==> src/logic/cpu_local_bus_pkg.sv <==
// shared types and constants for the processor local bus interface
package cpu_local_bus_pkg;

  // ------------------------------------------------------------
  // cycle definition encodings
  // ------------------------------------------------------------
  localparam logic MIO_IO       = 1'b0;
  localparam logic MIO_MEM      = 1'b1;
  localparam logic WR_READ      = 1'b0;
  localparam logic WR_WRITE     = 1'b1;
  localparam logic DC_CONTROL   = 1'b0;
  localparam logic DC_DATA      = 1'b1;
  localparam logic ACT_N        = 1'b0;
  localparam logic IDLE_N       = 1'b1;

  // ------------------------------------------------------------
  // third-party master sequencer, one-hot
  // ------------------------------------------------------------
  typedef enum logic [4:0] {
    ST_IDLE    = 5'h01,
    ST_HOLD    = 5'h02,
    ST_STROBE  = 5'h04,
    ST_WAIT    = 5'h08,
    ST_RELEASE = 5'h10
  } master_state_e;

  // ------------------------------------------------------------
  // carriers
  // ------------------------------------------------------------
  typedef struct packed {
    logic mem_io;
    logic wr_rd;
    logic data_ctrl;
  } cycle_def_s;

  typedef struct packed {
    logic mem_io;
    logic wr_rd;
  } master_cmd_s;

  typedef struct packed {
    logic o;
    logic oe;
  } pin_drive_s;

  // reset values of driven lines
  localparam pin_drive_s PIN_FLOAT_HI = '{o: IDLE_N, oe: 1'b0};

  // special cycle signature checked for stop grant
  localparam cycle_def_s SPECIAL_CYCLE = '{mem_io: MIO_IO, wr_rd: WR_WRITE,
                                          data_ctrl: DC_CONTROL};

endpackage : cpu_local_bus_pkg

==> src/logic/cpu_local_bus_interface.sv <==
// processor local bus interface: cycle decode, ready return, hold and side-band pins
// ------------------------------------------------------------
// Functional notes
// - address strobe is input for processor/master cycles, driven in dma cycles
// - low address strobe means cycle definition and address are valid
// - memory/io line low is io, high is memory; driven in dma cycles
// - write/read line low is read, high is write; driven in dma cycles
// - data/control input low is control cycle, high is data cycle
// - drive processor ready to end on-board memory or isa target cycles
// - float processor ready while local claim is sampled low
// - drive processor ready active when local target ready is seen low
// - non-maskable interrupt is signalled by a rising edge
// - interrupt output high while any valid request is pending
// - drive 16-bit size low when access is not on-board memory
// - float 16-bit size while local claim is low; target drives it
// - address-20 mask high in power-up and processor reset; low forces a20
// - pulse snoop strobe in dma cycles to invalidate the cache line
// - burst last sampled normally, driven low throughout dma cycles
// - drive burst ready in non-local cycles; input when local claim active
// - assert stop-clock request when power saving is entered
// - provide ignore-numeric-error output to the processor
// - processor ready from local ready, synchronised or passed through
// - with detection on, hold stop-clock request until stop grant cycle
// ------------------------------------------------------------
`timescale 1ns/100ps
module cpu_local_bus_interface
  import cpu_local_bus_pkg::*;
(
  input  wire logic        i_ref_clk,
  input  wire logic        i_rst_n,
  // processor bus, bidirectional lines split in three
  input  wire logic        i_addr_strobe_n,
  output logic             o_addr_strobe_n,
  output logic             o_addr_strobe_oe,
  input  wire logic        i_mem_io,
  output logic             o_mem_io,
  output logic             o_mem_io_oe,
  input  wire logic        i_wr_rd,
  output logic             o_wr_rd,
  output logic             o_wr_rd_oe,
  input  wire logic        i_data_ctrl,
  input  wire logic        i_burst_last_n,
  output logic             o_burst_last_n,
  output logic             o_burst_last_oe,
  input  wire logic        i_burst_ready_n,
  output logic             o_burst_ready_n,
  output logic             o_burst_ready_oe,
  output logic             o_proc_ready_n,
  output logic             o_proc_ready_oe,
  output logic             o_size16_n,
  output logic             o_size16_oe,
  output logic             o_snoop_addr_strobe_n,
  output logic             o_snoop_addr_strobe_oe,
  input  wire logic        i_local_claim_n,
  input  wire logic        i_local_target_ready_n,
  output logic             o_hold_req,
  input  wire logic        i_bus_hold_ack,
  output logic             o_nmi,
  output logic             o_irq_out,
  output logic             o_addr20_mask_n,
  output logic             o_stop_clock_req_n,
  input  wire logic        i_fpu_error_n,
  output logic             o_ignore_fpu_error_n,
  // chipset side
  input  wire logic        i_onboard_hit,
  input  wire logic        i_int_ready,
  input  wire logic        i_int_burst,
  input  wire logic        i_ready_sync_en,
  output cycle_def_s       o_cycle_def,
  output logic             o_cycle_start,
  output logic             o_cycle_active,
  output logic             o_cycle_done,
  input  wire logic        i_master_req,
  input  wire master_cmd_s i_master_cmd,
  input  wire logic        i_master_last,
  output logic             o_master_grant,
  output logic             o_master_xfer_done,
  input  wire logic        i_nmi_req,
  input  wire logic        i_irq_pending,
  input  wire logic        i_proc_reset,
  input  wire logic        i_a20_force,
  input  wire logic        i_power_save,
  input  wire logic        i_stop_grant_det_en,
  input  wire logic        i_stop_grant_code,
  input  wire logic        i_ignore_fpu_en,
  output logic             o_fpu_error
);

  // ------------------------------------------------------------
  // helpers
  // ------------------------------------------------------------
  function automatic logic is_stop_grant(input cycle_def_s d, input logic code);
    is_stop_grant = (d == SPECIAL_CYCLE) && code;
  endfunction : is_stop_grant

  master_state_e state_reg;
  master_state_e state_next;
  logic          cyc_active_reg;
  cycle_def_s    cyc_def_reg;
  logic          cyc_onboard_reg;
  logic          claim_reg;
  logic          local_target_ready_n_sync_reg;
  logic          stop_req_reg;
  logic          grant_seen_reg;
  logic          cpu_start;
  logic          claim_now;
  logic          int_done;
  logic          local_done;
  logic          cyc_end;
  logic          master_phase;
  logic          master_ready;

  // processor or local master cycle, only while it still owns the bus
  assign cpu_start    = (i_addr_strobe_n == ACT_N) && !o_hold_req && !i_bus_hold_ack;
  assign claim_now    = claim_reg || (cyc_active_reg && i_local_claim_n == ACT_N);
  assign master_phase = (state_reg == ST_STROBE) || (state_reg == ST_WAIT);

  // ------------------------------------------------------------
  // processor cycle tracking
  // ------------------------------------------------------------
  always_ff @(posedge i_ref_clk)
  begin
    if (!i_rst_n)
    begin
      cyc_active_reg  <= 1'b0;
      cyc_def_reg     <= '0;
      cyc_onboard_reg <= 1'b0;
      claim_reg       <= 1'b0;
    end
    else if (cpu_start && !cyc_active_reg)
    begin
      cyc_active_reg  <= 1'b1;
      cyc_def_reg     <= '{mem_io: i_mem_io, wr_rd: i_wr_rd,
                           data_ctrl: i_data_ctrl};
      cyc_onboard_reg <= i_onboard_hit;
      claim_reg       <= 1'b0;
    end
    else if (cyc_end)
    begin
      cyc_active_reg <= 1'b0;
      claim_reg      <= 1'b0;
    end
    else if (cyc_active_reg && i_local_claim_n == ACT_N)
    begin
      claim_reg <= 1'b1;
    end
  end

  // a burst ends only on the ready that meets burst last
  assign int_done   = cyc_active_reg && !claim_now && i_int_ready &&
                      (!i_int_burst || i_burst_last_n == ACT_N);
  // with sync on, the cycle ends on the delayed ready or on burst ready meeting burst last
  assign local_done = cyc_active_reg && claim_now &&
                      ((i_ready_sync_en ? local_target_ready_n_sync_reg : master_ready) ||
                       (i_burst_ready_n == ACT_N && i_burst_last_n == ACT_N));
  assign cyc_end    = int_done || local_done;

  assign o_cycle_start  = cpu_start && !cyc_active_reg;
  assign o_cycle_active = cyc_active_reg;
  assign o_cycle_done   = cyc_end;
  assign o_cycle_def    = cyc_def_reg;

  // ------------------------------------------------------------
  // ready return
  // ------------------------------------------------------------
  always_ff @(posedge i_ref_clk)
  begin
    if (!i_rst_n)
      local_target_ready_n_sync_reg <= 1'b0;
    else
      local_target_ready_n_sync_reg <= (i_local_target_ready_n == ACT_N) && claim_now && !local_done;
  end

  // synchronised path costs one clock but tolerates late target ready
  assign master_ready = (i_local_target_ready_n == ACT_N);

  always_comb
  begin
    o_proc_ready_n   = IDLE_N;
    o_proc_ready_oe  = 1'b0;
    o_burst_ready_n  = IDLE_N;
    o_burst_ready_oe = 1'b0;
    if (cyc_active_reg && claim_now)
    begin
      // target owns burst ready; ready-return driven only when local ready seen
      if (i_ready_sync_en ? local_target_ready_n_sync_reg : master_ready)
      begin
        o_proc_ready_n  = ACT_N;
        o_proc_ready_oe = 1'b1;
      end
    end
    else if (cyc_active_reg)
    begin
      o_proc_ready_oe  = !i_int_burst;
      o_proc_ready_n   = (i_int_ready && !i_int_burst) ? ACT_N : IDLE_N;
      o_burst_ready_oe = 1'b1;
      o_burst_ready_n  = (i_int_ready && i_int_burst) ? ACT_N : IDLE_N;
    end
  end

  // size indication: unclaimed cycles outside on-board memory are 16-bit; claimed cycles float it
  always_comb
  begin
    o_size16_oe = cyc_active_reg && !claim_now && !cyc_onboard_reg;
    o_size16_n  = o_size16_oe ? ACT_N : IDLE_N;
  end

  // ------------------------------------------------------------
  // dma / isa master sequencer
  // ------------------------------------------------------------
  always_comb
  begin
    state_next = state_reg;
    case (state_reg)
      ST_IDLE:
        if (i_master_req && !cyc_active_reg)
          state_next = ST_HOLD;
      ST_HOLD:
        if (i_bus_hold_ack)
          state_next = ST_STROBE;
      ST_STROBE:
        state_next = ST_WAIT;
      ST_WAIT:
        if (!i_bus_hold_ack)
          state_next = ST_RELEASE;
        else if (i_int_ready || master_ready)
          state_next = (i_master_last || !i_master_req) ? ST_RELEASE : ST_STROBE;
      ST_RELEASE:
        if (!i_bus_hold_ack)
          state_next = ST_IDLE;
      default:
        state_next = ST_IDLE;
    endcase
  end

  always_ff @(posedge i_ref_clk)
  begin
    if (!i_rst_n)
      state_reg <= ST_IDLE;
    else
      state_reg <= state_next;
  end

  always_ff @(posedge i_ref_clk)
  begin
    if (!i_rst_n)
    begin
      o_hold_req         <= 1'b0;
      o_master_grant     <= 1'b0;
      o_master_xfer_done <= 1'b0;
    end
    else
    begin
      o_hold_req         <= (state_next != ST_IDLE) && (state_next != ST_RELEASE);
      o_master_grant     <= (state_next == ST_STROBE) || (state_next == ST_WAIT);
      o_master_xfer_done <= (state_reg == ST_WAIT) && (state_next != ST_WAIT);
    end
  end

  // cycle lines driven from the master command while the bus is ours
  always_ff @(posedge i_ref_clk)
  begin
    if (!i_rst_n)
    begin
      o_addr_strobe_n        <= IDLE_N;
      o_addr_strobe_oe       <= 1'b0;
      o_mem_io               <= MIO_IO;
      o_mem_io_oe            <= 1'b0;
      o_wr_rd                <= WR_READ;
      o_wr_rd_oe             <= 1'b0;
      o_burst_last_n         <= IDLE_N;
      o_burst_last_oe        <= 1'b0;
      o_snoop_addr_strobe_n  <= IDLE_N;
      o_snoop_addr_strobe_oe <= 1'b0;
    end
    else
    begin
      o_addr_strobe_oe       <= (state_next == ST_STROBE) || (state_next == ST_WAIT);
      o_addr_strobe_n        <= (state_next == ST_STROBE) ? ACT_N : IDLE_N;
      o_mem_io_oe            <= (state_next == ST_STROBE) || (state_next == ST_WAIT);
      o_mem_io               <= i_master_cmd.mem_io;
      o_wr_rd_oe             <= (state_next == ST_STROBE) || (state_next == ST_WAIT);
      o_wr_rd                <= i_master_cmd.wr_rd;
      o_burst_last_oe        <= (state_next == ST_STROBE) || (state_next == ST_WAIT);
      o_burst_last_n         <= ACT_N;
      // a local master drives its own snoop strobe, so float outside our cycles
      o_snoop_addr_strobe_oe <= (state_next == ST_STROBE) || (state_next == ST_WAIT);
      o_snoop_addr_strobe_n  <= (state_next == ST_STROBE) ? ACT_N : IDLE_N;
    end
  end

  // ------------------------------------------------------------
  // interrupts, address-20 mask, numeric error
  // ------------------------------------------------------------
  always_ff @(posedge i_ref_clk)
  begin
    if (!i_rst_n)
    begin
      o_nmi     <= 1'b0;
      o_irq_out <= 1'b0;
    end
    else
    begin
      o_nmi     <= i_nmi_req;
      o_irq_out <= i_irq_pending;
    end
  end

  always_ff @(posedge i_ref_clk)
  begin
    if (!i_rst_n)
      o_addr20_mask_n <= IDLE_N;
    else
      o_addr20_mask_n <= (i_proc_reset || !i_a20_force) ? IDLE_N : ACT_N;
  end

  always_ff @(posedge i_ref_clk)
  begin
    if (!i_rst_n)
    begin
      o_fpu_error          <= 1'b0;
      o_ignore_fpu_error_n <= IDLE_N;
    end
    else
    begin
      o_fpu_error          <= (i_fpu_error_n == ACT_N);
      o_ignore_fpu_error_n <= (i_ignore_fpu_en && i_fpu_error_n == ACT_N) ? ACT_N : IDLE_N;
    end
  end

  // ------------------------------------------------------------
  // stop clock
  // ------------------------------------------------------------
  always_ff @(posedge i_ref_clk)
  begin
    if (!i_rst_n)
      grant_seen_reg <= 1'b0;
    else if (!stop_req_reg)
      grant_seen_reg <= 1'b0;
    else if (o_cycle_start &&
             is_stop_grant('{mem_io: i_mem_io, wr_rd: i_wr_rd, data_ctrl: i_data_ctrl},
                           i_stop_grant_code))
      grant_seen_reg <= 1'b1;
  end

  // without the grant check the request simply follows power saving
  always_ff @(posedge i_ref_clk)
  begin
    if (!i_rst_n)
      stop_req_reg <= 1'b0;
    else if (i_power_save)
      stop_req_reg <= 1'b1;
    else if (i_stop_grant_det_en)
      stop_req_reg <= stop_req_reg && !grant_seen_reg;
    else
      stop_req_reg <= 1'b0;
  end

  assign o_stop_clock_req_n = stop_req_reg ? ACT_N : IDLE_N;

endmodule : cpu_local_bus_interface

==> config.mk <==
export PLATFORM = sky130hd
export DESIGN_NAME = cpu_local_bus_interface
export DESIGN_NICKNAME = d
export VERILOG_FILES = /design/src/logic/cpu_local_bus_pkg.sv /design/src/logic/cpu_local_bus_interface.sv
export SDC_FILE = /design/constraint.sdc
export NUM_CORES = 1
export LEC_CHECK = 0
export CORE_MARGIN = 1.5
export CORE_UTILIZATION = 45
export CTS_CLUSTER_DIAMETER = 80
export DETAILED_ROUTE_END_ITERATION = 10
export DONT_BUFFER_PORTS = 1
export PLACE_DENSITY = 0.63
export SLEW_MARGIN = 0
export SYNTH_ARGS = -nofsm -noshare
export SYNTH_HDL_FRONTEND = slang
export SYNTH_SLANG_ARGS = --single-unit
==> constraint.sdc <==
create_clock -name i_ref_clk -period 2 [get_ports i_ref_clk]
set_clock_uncertainty 0.1 [all_clocks]
set_input_delay 0.3 -clock i_ref_clk [delete_from_list [all_inputs] [get_ports i_ref_clk]]
set_output_delay 0.3 -clock i_ref_clk [all_outputs]
set_load 0.1 [all_outputs]
==> impl_metrics.env, run 1 <==
export IMPL_insertion_delay_ns=0.32
export IMPL_first_iter_violations=12
export IMPL_dp_final_hpwl_um=1940
export IMPL_grt_antenna_before_repair=0
export IMPL_critPathMaxFanout=3
export IMPL_grt_start_max_net_pins=16
export IMPL_die_area_um2=2980
export IMPL_tritoncts_clock_tree="built"
export IMPL_run_status="completed"
export IMPL_antenna_left=0
export IMPL_max_clock_freq_mhz=524
export IMPL_finalPower_mw=1.50
export IMPL_cp_startpoint="local_target_ready_n_sync_reg$_SDFF_PN0_"
export IMPL_timing_hold_worst_path_depth=2
export IMPL_via_count_of_the_first_global_routing_pass=979
export IMPL_cts_root_buf="sky130_fd_sc_hd__clkbuf_4"
export IMPL_final_hold_worst_slack_ns=0.0139
export IMPL_pre_antenna_drt_iters=4
export IMPL_vias=1019
export IMPL_die_w_um=54.6
export IMPL_post_cts_resized=0
export IMPL_critical_path_startpoint_type="flip-flop"
export IMPL_postSynthRegisterBits=26
export IMPL_tightest_slew_ns=0.544
export IMPL_wirelength_um=2650
export IMPL_cts_reportedPaths_clkPinSlew_ns=0.15
export IMPL_vdd_drop_max_mv=0.609
export IMPL_die_h_um=54.6
export IMPL_ff2ff_path_depth=4
export IMPL_setup_total_negative_slack_ns=0
export IMPL_grt_overflow=0
export IMPL_final_util=0.644
export IMPL_placement_rows=18
export IMPL_gp_congestion=0.875
export IMPL_synthMostInstantiatedCell="sky130_fd_sc_hd__dfxtp_1"
export IMPL_power_per_cell_area_nw_per_um2=930
export IMPL_reg2reg_from="state_reg[4]$_SDFF_PN0_"
export IMPL_post_synth_main_area_contributors="sky130_fd_sc_hd__dfxtp_1 44%, sky130_fd_sc_hd__nor2_1 4.7%, sky130_fd_sc_hd__mux2i_1 4.2%, sky130_fd_sc_hd__buf_4 3.8%, sky130_fd_sc_hd__and2_1 3.7%"
export IMPL_mappedNetlistNets=156
export IMPL_drt_drc_violations_left=0
export IMPL_timing_final_ws_setup_ns=0.0933
export IMPL_worstHoldPathType="input pin to flip-flop"
export IMPL_final_fill_count=193
export IMPL_detail_route_vias_per_cell=5.42
export IMPL_endpoint_kind="primary output"
export IMPL_dpl_cell_area_um2=1450
export IMPL_cap_viol_max_count=0
export IMPL_first_pass_grt_wire_length_um=4210
export IMPL_synth_yosys_seq_area_share=0.435
export IMPL_startpoint_to_endpoint_class_of_the_critical_path="flip-flop to primary output"
export IMPL_count_of_non_filler_cells_in_the_finished_layout=188
export IMPL_fp_coreArea_um2=2500
export IMPL_setup_viol=0
export IMPL_diodes=0
export IMPL_mappedNetlistArea_um2=1200
export IMPL_postSynthAreaPerCell_um2=9.34
export IMPL_placed_cells=173
export IMPL_layout_cell_share_with_drive_strength_beyond_1=0.316
export IMPL_number_of_cells_produced_by_synthesis=128
export IMPL_clk_path_buf_depth=2
export IMPL_critical_path_required_ns=1.60
export IMPL_max_slew_margin=0.640
export IMPL_primary_ff_master_synth="sky130_fd_sc_hd__dfxtp_1"
export IMPL_area_delta_synth_final_pct=34.6
export IMPL_gr_usage_all_layers=0.194
export IMPL_post_synth_top_area_fraction=0.435
export IMPL_yosysWarningCount=0
export IMPL_start_util=0.478
export IMPL_ys_async_sr_fraction=0
export IMPL_static_leakage_power_nw=0.665
export IMPL_io_pins=59
export IMPL_tritoncts_num_buffers=3
export IMPL_avgRoutedWirePerCell_um=14.1
export IMPL_num_nets_final=187
export IMPL_timing_critical_path_arrival_ns=1.51
export IMPL_multi_input_area_um2=591
export IMPL_largest_register_ff_count=5
export IMPL_period_share=0.953
export IMPL_timing_max_transition_violations_final=0
export IMPL_pre_cts_setup_slack_ns=0.355
export IMPL_min_period_ns=1.91
export IMPL_buffer_ports_inserted=0
export IMPL_rsz0062_at_grt="false"
export IMPL_synth_commonest_cells="26 x sky130_fd_sc_hd__dfxtp_1, 15 x sky130_fd_sc_hd__nor2_1, 7 x sky130_fd_sc_hd__and2_1, 7 x sky130_fd_sc_hd__inv_1, 7 x sky130_fd_sc_hd__nor3_1"
export IMPL_cts_htree_levels=1
export IMPL_clock_sinks=26
export IMPL_synth_edf_count=0
export IMPL_count_of_distinct_cell_types_in_the_synthesized_netlist=42
export IMPL_stdcell_area_um2=1610
export IMPL_ff_latch_area_um2=531
export IMPL_synth_largest_area_cell="sky130_fd_sc_hd__dfxtp_1"
export IMPL_final_hold_viol_count=0
export IMPL_hold_start="i_power_save"
-- routing by layer --
metal / up-vias / global-route usage / part of all wire / routed length (um)
met3: 2 / 0.0546 / 0.074 / 195
li1: 493 / - / - / -
met5: - / 0 / 0 / 0
met1: 479 / 0.234 / 0.39 / 1020
met2: 45 / 0.343 / 0.53 / 1410
met4: 0 / 0.0375 / 0.0057 / 15
-- cells in the final DEF, fill, tap and decap left out, types with 2 or more instances in the layout --
master	Yosys	layout
sky130_fd_sc_hd__nand3b_1	4	4
sky130_fd_sc_hd__dfxtp_2	0	2
sky130_fd_sc_hd__buf_4	6	21
sky130_fd_sc_hd__inv_1	7	5
sky130_fd_sc_hd__nor3_1	7	7
sky130_fd_sc_hd__dfxtp_1	26	22
sky130_fd_sc_hd__dlygate4sd3_1	0	10
sky130_fd_sc_hd__a21oi_1	2	2
sky130_fd_sc_hd__clkinvlp_4	0	2
sky130_fd_sc_hd__nor2_1	15	15
sky130_fd_sc_hd__or2_4	1	2
sky130_fd_sc_hd__and2_1	7	7
sky130_fd_sc_hd__nor2b_1	3	3
sky130_fd_sc_hd__clkbuf_4	0	3
sky130_fd_sc_hd__dfxtp_4	0	2
sky130_fd_sc_hd__o21ai_2	2	3
sky130_fd_sc_hd__buf_12	0	4
sky130_fd_sc_hd__nand2_1	5	5
sky130_fd_sc_hd__mux2i_1	5	5
sky130_fd_sc_hd__nand2b_1	2	2
sky130_fd_sc_hd__o21ai_0	4	2
sky130_fd_sc_hd__o211ai_1	2	2
-- cells by family (layout without fill, tap and decap cells) --
kind of cell | count (synthesis) | count (layout) | share of synthesized area
multiplexers | 5 | 5 | 0.0418
XOR/XNOR | 1 | 1 | 0.00732
AND/OR/NAND/NOR | 62 | 62 | 0.320
buffers and inverters | 17 | 47 | 0.0910
AO/OA/AOI/OAI | 17 | 17 | 0.105
flip-flops | 26 | 26 | 0.435
-- worst max-delay path, cell delays in order, from the launching register on --
cell and delay [ns]:
sky130_fd_sc_hd__dfxtp_1 0.32, sky130_fd_sc_hd__and2_1 0.13, sky130_fd_sc_hd__o211ai_1 0.20, sky130_fd_sc_hd__buf_4 0.17
sky130_fd_sc_hd__o21a_1 0.17, sky130_fd_sc_hd__buf_12 0.18
-- power breakdown --
| group | internal (mW) | total (mW) | switching [mW] |
|---|---|---|---|
| sequential | 0.557 | 0.603 | 0.0456 |
| combinational | 0.156 | 0.539 | 0.383 |
| clock | 0.202 | 0.356 | 0.153 |
| total | 0.915 | 1.50 | 0.582 |
-- path summary, 6_finish.rpt --
check | to | slack (ns)
worst max-delay path | o_proc_ready_n | 0.09
worst max register to register | o_hold_req$_SDFF_PN0_ | 0.34
worst min register to register | grant_seen_reg$_SDFFE_PN0P_ | 0.37
worst min-delay path | stop_req_reg$_SDFF_PN0_ | 0.01
-- repair_timing --
item | in CTS | in global routing
buffers inserted | 0 | 1
hold buffers | 8 | 2
hold endpoints to repair | 12 | 2
setup endpoints to repair | 0 | 2
-- final cells by class --
cell class	count	share of cell area
clock buffers	3	0.0140
flip-flops and latches	26	0.329
clock inverters	1	0.0186
well taps	30	0.0233
inverters	7	0.0210
multi-input cells	85	0.367
repair buffers	36	0.227
Power figures use the tool's default switching activity.
==> run 2: changes to the inputs <==
CTS_CLUSTER_SIZE = 14   (was default)
SETUP_SLACK_MARGIN = 0.15   (was default)
==> impl_metrics.env, run 2 (same netlist as run 1, synthesis figures left out) <==
export IMPL_run_status="completed"
export IMPL_critical_path_required_ns=1.60
export IMPL_clk_path_buf_depth=2
export IMPL_max_slew_margin=0.640
export IMPL_die_w_um=54.6
export IMPL_ff_latch_area_um2=532
export IMPL_start_util=0.478
export IMPL_placement_rows=18
export IMPL_ff2ff_path_depth=4
export IMPL_final_hold_viol_count=0
export IMPL_period_share=0.910
export IMPL_multi_input_area_um2=606
export IMPL_layout_cell_share_with_drive_strength_beyond_1=0.344
export IMPL_grt_overflow=0
export IMPL_vias=1030
export IMPL_gp_congestion=0.858
export IMPL_buffer_ports_inserted=0
export IMPL_timing_hold_worst_path_depth=2
export IMPL_largest_register_ff_count=5
export IMPL_cpMaxStageDelayCell="sky130_fd_sc_hd__dfxtp_1"
export IMPL_timing_max_transition_violations_final=0
export IMPL_clock_sinks=26
export IMPL_startpoint_to_endpoint_class_of_the_critical_path="flip-flop to primary output"
export IMPL_critical_path_cell_chain="and2_1 -> o211ai_1 -> buf_4 -> o21a_4 -> buf_12"
export IMPL_timing_final_ws_setup_ns=0.180
export IMPL_io_pins=59
export IMPL_cap_viol_max_count=0
export IMPL_cts_htree_levels=1
export IMPL_max_clock_freq_mhz=550
export IMPL_min_period_ns=1.82
export IMPL_grt_antenna_before_repair=0
export IMPL_avgRoutedWirePerCell_um=14.1
export IMPL_detail_route_vias_per_cell=5.34
export IMPL_die_h_um=54.6
export IMPL_tightest_slew_ns=0.545
export IMPL_critical_path_max_stage_delay_ns=0.32
export IMPL_rsz0062_at_grt="true"
export IMPL_tritoncts_num_buffers=3
export IMPL_final_fill_count=196
export IMPL_dpl_cell_area_um2=1480
export IMPL_setup_viol=0
export IMPL_num_nets_final=192
export IMPL_vdd_drop_max_mv=0.759
export IMPL_critPathMaxFanout=4
export IMPL_antenna_left=0
export IMPL_most_common_cell_after_layout_fill_and_taps_aside="sky130_fd_sc_hd__buf_4"
export IMPL_insertion_delay_ns=0.31
export IMPL_stdcell_area_um2=1700
export IMPL_first_pass_grt_wire_length_um=4210
export IMPL_gr_usage_all_layers=0.192
export IMPL_drt_drc_violations_left=0
export IMPL_finalPower_mw=1.54
export IMPL_area_delta_synth_final_pct=42.1
export IMPL_power_per_cell_area_nw_per_um2=907
export IMPL_setup_total_negative_slack_ns=0
export IMPL_static_leakage_power_nw=0.700
export IMPL_pre_cts_setup_slack_ns=0.366
export IMPL_layout_cells_most_common_list="23 x sky130_fd_sc_hd__buf_4, 21 x sky130_fd_sc_hd__dfxtp_1, 15 x sky130_fd_sc_hd__nor2_1"
export IMPL_critical_path_startpoint_type="flip-flop"
export IMPL_worstHoldPathType="input pin to flip-flop"
export IMPL_endpoint_kind="primary output"
export IMPL_fp_coreArea_um2=2500
export IMPL_timing_critical_path_arrival_ns=1.42
export IMPL_cts_reportedPaths_clkPinSlew_ns=0.14
export IMPL_wirelength_um=2710
export IMPL_pre_antenna_drt_iters=4
export IMPL_first_iter_violations=16
export IMPL_tritoncts_clock_tree="built"
export IMPL_via_count_of_the_first_global_routing_pass=997
export IMPL_diodes=0
export IMPL_cts_root_buf="sky130_fd_sc_hd__clkbuf_4"
export IMPL_die_area_um2=2980
export IMPL_dp_final_hpwl_um=1990
export IMPL_grt_start_max_net_pins=16
run 2: cell count changes in the layout (fill, tap and decap cells not counted), sizes merged:
cell	previous run	this run
dlygate4sd3	10	11
buf	26	30
run 2: where the power goes:
part           total (mW)  switching [mW]  internal (mW)
clock               0.360           0.158          0.202
sequential          0.603          0.0456          0.558
combinational       0.578           0.394          0.184
total                1.54           0.597          0.944
run 2: worst paths after layout:
path	slack (ns)	startpoint	end
hold / removal	0.007	i_rst_n	o_cycle_active$_SDFFE_PN0P_
setup reg to reg	0.37	state_reg[0]$_SDFF_PN1_	o_hold_req$_SDFF_PN0_
hold reg to reg	0.38	stop_req_reg$_SDFF_PN0_	grant_seen_reg$_SDFFE_PN0P_
setup / recovery	0.18	local_target_ready_n_sync_reg$_SDFF_PN0_	o_proc_ready_n
run 2: final cells by class:
class | instances | area share
Clock buffer | 3 | 0.0133
Clock inverter | 1 | 0.0177
Inverter | 7 | 0.0199
Multi-Input combinational cell | 85 | 0.356
Sequential cell | 26 | 0.313
Tap cell | 30 | 0.0221
Timing Repair Buffer | 41 | 0.258
run 2: critical path: cells and delay by family (launching register included):
family / cells / cell delay (ns)
AO/OA/AOI/OAI: 2 / 0.31
buffers and inverters: 2 / 0.34
flip-flops: 1 / 0.32
AND/OR/NAND/NOR: 1 / 0.13
run 2: what timing repair did:
action | 4_1_cts | 5_1_grt
pin swaps | 2 | 2
endpoints found under the hold margin | 12 | 0
hold buffers | 11 | 0
resized for setup | 0 | 6
buffers inserted | 2 | 2
endpoints found under the setup margin | 5 | 4
run 2: per-layer routing:
metal,share of wire,vias up,global-route usage,wire [um]
li1,-,502,-,-
met1,0.38,488,0.222,1040
met2,0.53,34,0.345,1430
met3,0.075,6,0.0410,204
met4,0.016,0,0.0667,43
met5,0,-,0,0
run 2: through the flow:
stage | hold slack (ns) | util | std cells
CTS | 0.00279 | 0.663 | 191
global route | 0.0155 | 0.680 | 193
finish | 0.00705 | 0.680 | 193
detailed placement | 0.267 | 0.592 | 174
global placement | 0.264 | 0.592 | 174
floorplan | 0.262 | - | 128
==> run 3: changes to the inputs <==
CORE_ASPECT_RATIO = 0.7   (was default)
==> impl_metrics.env, run 3 (same netlist as run 1, synthesis figures left out) <==
export IMPL_final_hold_viol_count=0
export IMPL_num_nets_final=183
export IMPL_most_common_cell_after_layout_fill_and_taps_aside="sky130_fd_sc_hd__dfxtp_1"
export IMPL_endpoint_kind="primary output"
export IMPL_period_share=0.883
export IMPL_timing_critical_path_arrival_ns=1.37
export IMPL_hold_start="i_rst_n"
export IMPL_grt_overflow=0
export IMPL_layout_cells_most_common_list="22 x sky130_fd_sc_hd__dfxtp_1, 21 x sky130_fd_sc_hd__buf_4, 15 x sky130_fd_sc_hd__nor2_1"
export IMPL_cts_reportedPaths_clkPinSlew_ns=0.09
export IMPL_count_of_non_filler_cells_in_the_finished_layout=188
export IMPL_cts_root_buf="sky130_fd_sc_hd__clkbuf_8"
export IMPL_min_period_ns=1.77
export IMPL_tritoncts_clock_tree="built"
export IMPL_cp_startpoint="o_cycle_active$_SDFFE_PN0P_"
export IMPL_tritoncts_num_buffers=3
export IMPL_critical_path_top_delay_family="buffers and inverters"
export IMPL_startpoint_to_endpoint_class_of_the_critical_path="flip-flop to primary output"
export IMPL_cts_htree_levels=1
export IMPL_run_status="completed"
export IMPL_setup_total_negative_slack_ns=0
export IMPL_reg2reg_from="state_reg[0]$_SDFF_PN1_"
export IMPL_critPathMaxFanout=9
export IMPL_dpl_cell_area_um2=1480
export IMPL_first_pass_grt_wire_length_um=4170
export IMPL_critical_path_buf_inv_count=3
export IMPL_timing_critical_path_mode_cell="sky130_fd_sc_hd__buf_4"
export IMPL_largest_register_ff_count=5
export IMPL_first_iter_violations=49
export IMPL_critical_path_cell_chain="nand3b_1 -> buf_4 -> clkinvlp_4 -> buf_4"
export IMPL_antenna_left=0
export IMPL_grt_start_max_net_pins=16
export IMPL_pre_antenna_drt_iters=4
export IMPL_wirelength_um=2640
export IMPL_placement_rows=15
export IMPL_clock_sinks=26
export IMPL_clk_path_buf_depth=2
export IMPL_io_pins=59
export IMPL_die_w_um=64.6
export IMPL_start_util=0.479
export IMPL_die_area_um2=2980
export IMPL_placed_cells=178
export IMPL_stdcell_area_um2=1610
export IMPL_cap_viol_max_count=0
export IMPL_rsz0062_at_grt="false"
export IMPL_max_slew_margin=0.641
export IMPL_max_clock_freq_mhz=566
export IMPL_tightest_slew_ns=0.543
export IMPL_layout_cell_share_with_drive_strength_beyond_1=0.344
export IMPL_insertion_delay_ns=0.27
export IMPL_area_delta_synth_final_pct=34.8
export IMPL_gp_congestion=0.839
export IMPL_static_leakage_power_nw=0.666
export IMPL_vias=973
export IMPL_gr_usage_all_layers=0.188
export IMPL_setup_viol=0
export IMPL_buffer_ports_inserted=0
export IMPL_detail_route_vias_per_cell=5.18
export IMPL_grt_antenna_before_repair=0
export IMPL_via_count_of_the_first_global_routing_pass=921
export IMPL_fp_coreArea_um2=2500
export IMPL_vdd_drop_max_mv=0.631
export IMPL_power_per_cell_area_nw_per_um2=954
export IMPL_die_h_um=46.1
export IMPL_cpMaxStageDelayCell="sky130_fd_sc_hd__dfxtp_4"
export IMPL_dp_final_hpwl_um=2010
export IMPL_timing_max_transition_violations_final=0
export IMPL_critical_path_required_ns=1.60
export IMPL_critical_path_startpoint_type="flip-flop"
export IMPL_diodes=0
export IMPL_avgRoutedWirePerCell_um=14.0
export IMPL_worstHoldPathType="input pin to flip-flop"
export IMPL_drt_drc_violations_left=0
export IMPL_critical_path_max_stage_delay_ns=0.41
==> run 3: cell count changes in the layout (fill, tap and decap cells not counted), sizes merged <==
cell	delta
clkbuf	+1
buf	-2
bufinv	-1
dlygate4sd3	-7
==> run 3: layout make-up <==
class                      count  area, um2
fill                         198        883
multi-input combinational     85        592
sequential                    26        531
timing repair buffer          32        348
clock buffer                   4       66.3
tap                           34       42.5
inverter                       7       33.8
==> run 3: worst paths after layout <==
kind / cells after the start / slack (ns) / to
max reg2reg: 4 / 0.32 / o_hold_req$_SDFF_PN0_
min reg2reg: 2 / 0.40 / cyc_onboard_reg$_SDFFE_PN0P_
min: 1 / 0.03 / state_reg[0]$_SDFF_PN1_
max: 4 / 0.23 / o_burst_ready_oe
==> run 3: layer usage <==
metal	global-route usage	part of all wire	up-vias
met1	0.244	0.44	450
li1	-	-	485
met2	0.308	0.47	36
met5	0	0	-
met4	0.0511	0.0034	0
met3	0.0611	0.087	2
==> run 3: where the power goes <==
part,internal [mW],switching [mW]
clock network,0.218,0.165
logic,0.166,0.387
registers,0.557,0.0458
total,0.941,0.597
==> run 3: repair_timing <==
action,in CTS,in global routing
hold endpoints to repair,3,1
gates resized for setup,0,2
setup endpoints to repair,4,1
buffers inserted,2,0
pin swaps,2,0
hold buffers,3,1
==> run 3: through the flow <==
stage                     power [mW]  hold WS, ns  utilization  setup WS, ns
final                           1.54       0.0263        0.646         0.234
after global routing            1.60       0.0270        0.646         0.146
after CTS                       1.54     0.000905        0.639         0.176
after detailed placement        1.15        0.266        0.594         0.364
after global placement          1.14        0.263        0.594         0.404
after floorplan                 1.06        0.262            -        -0.440
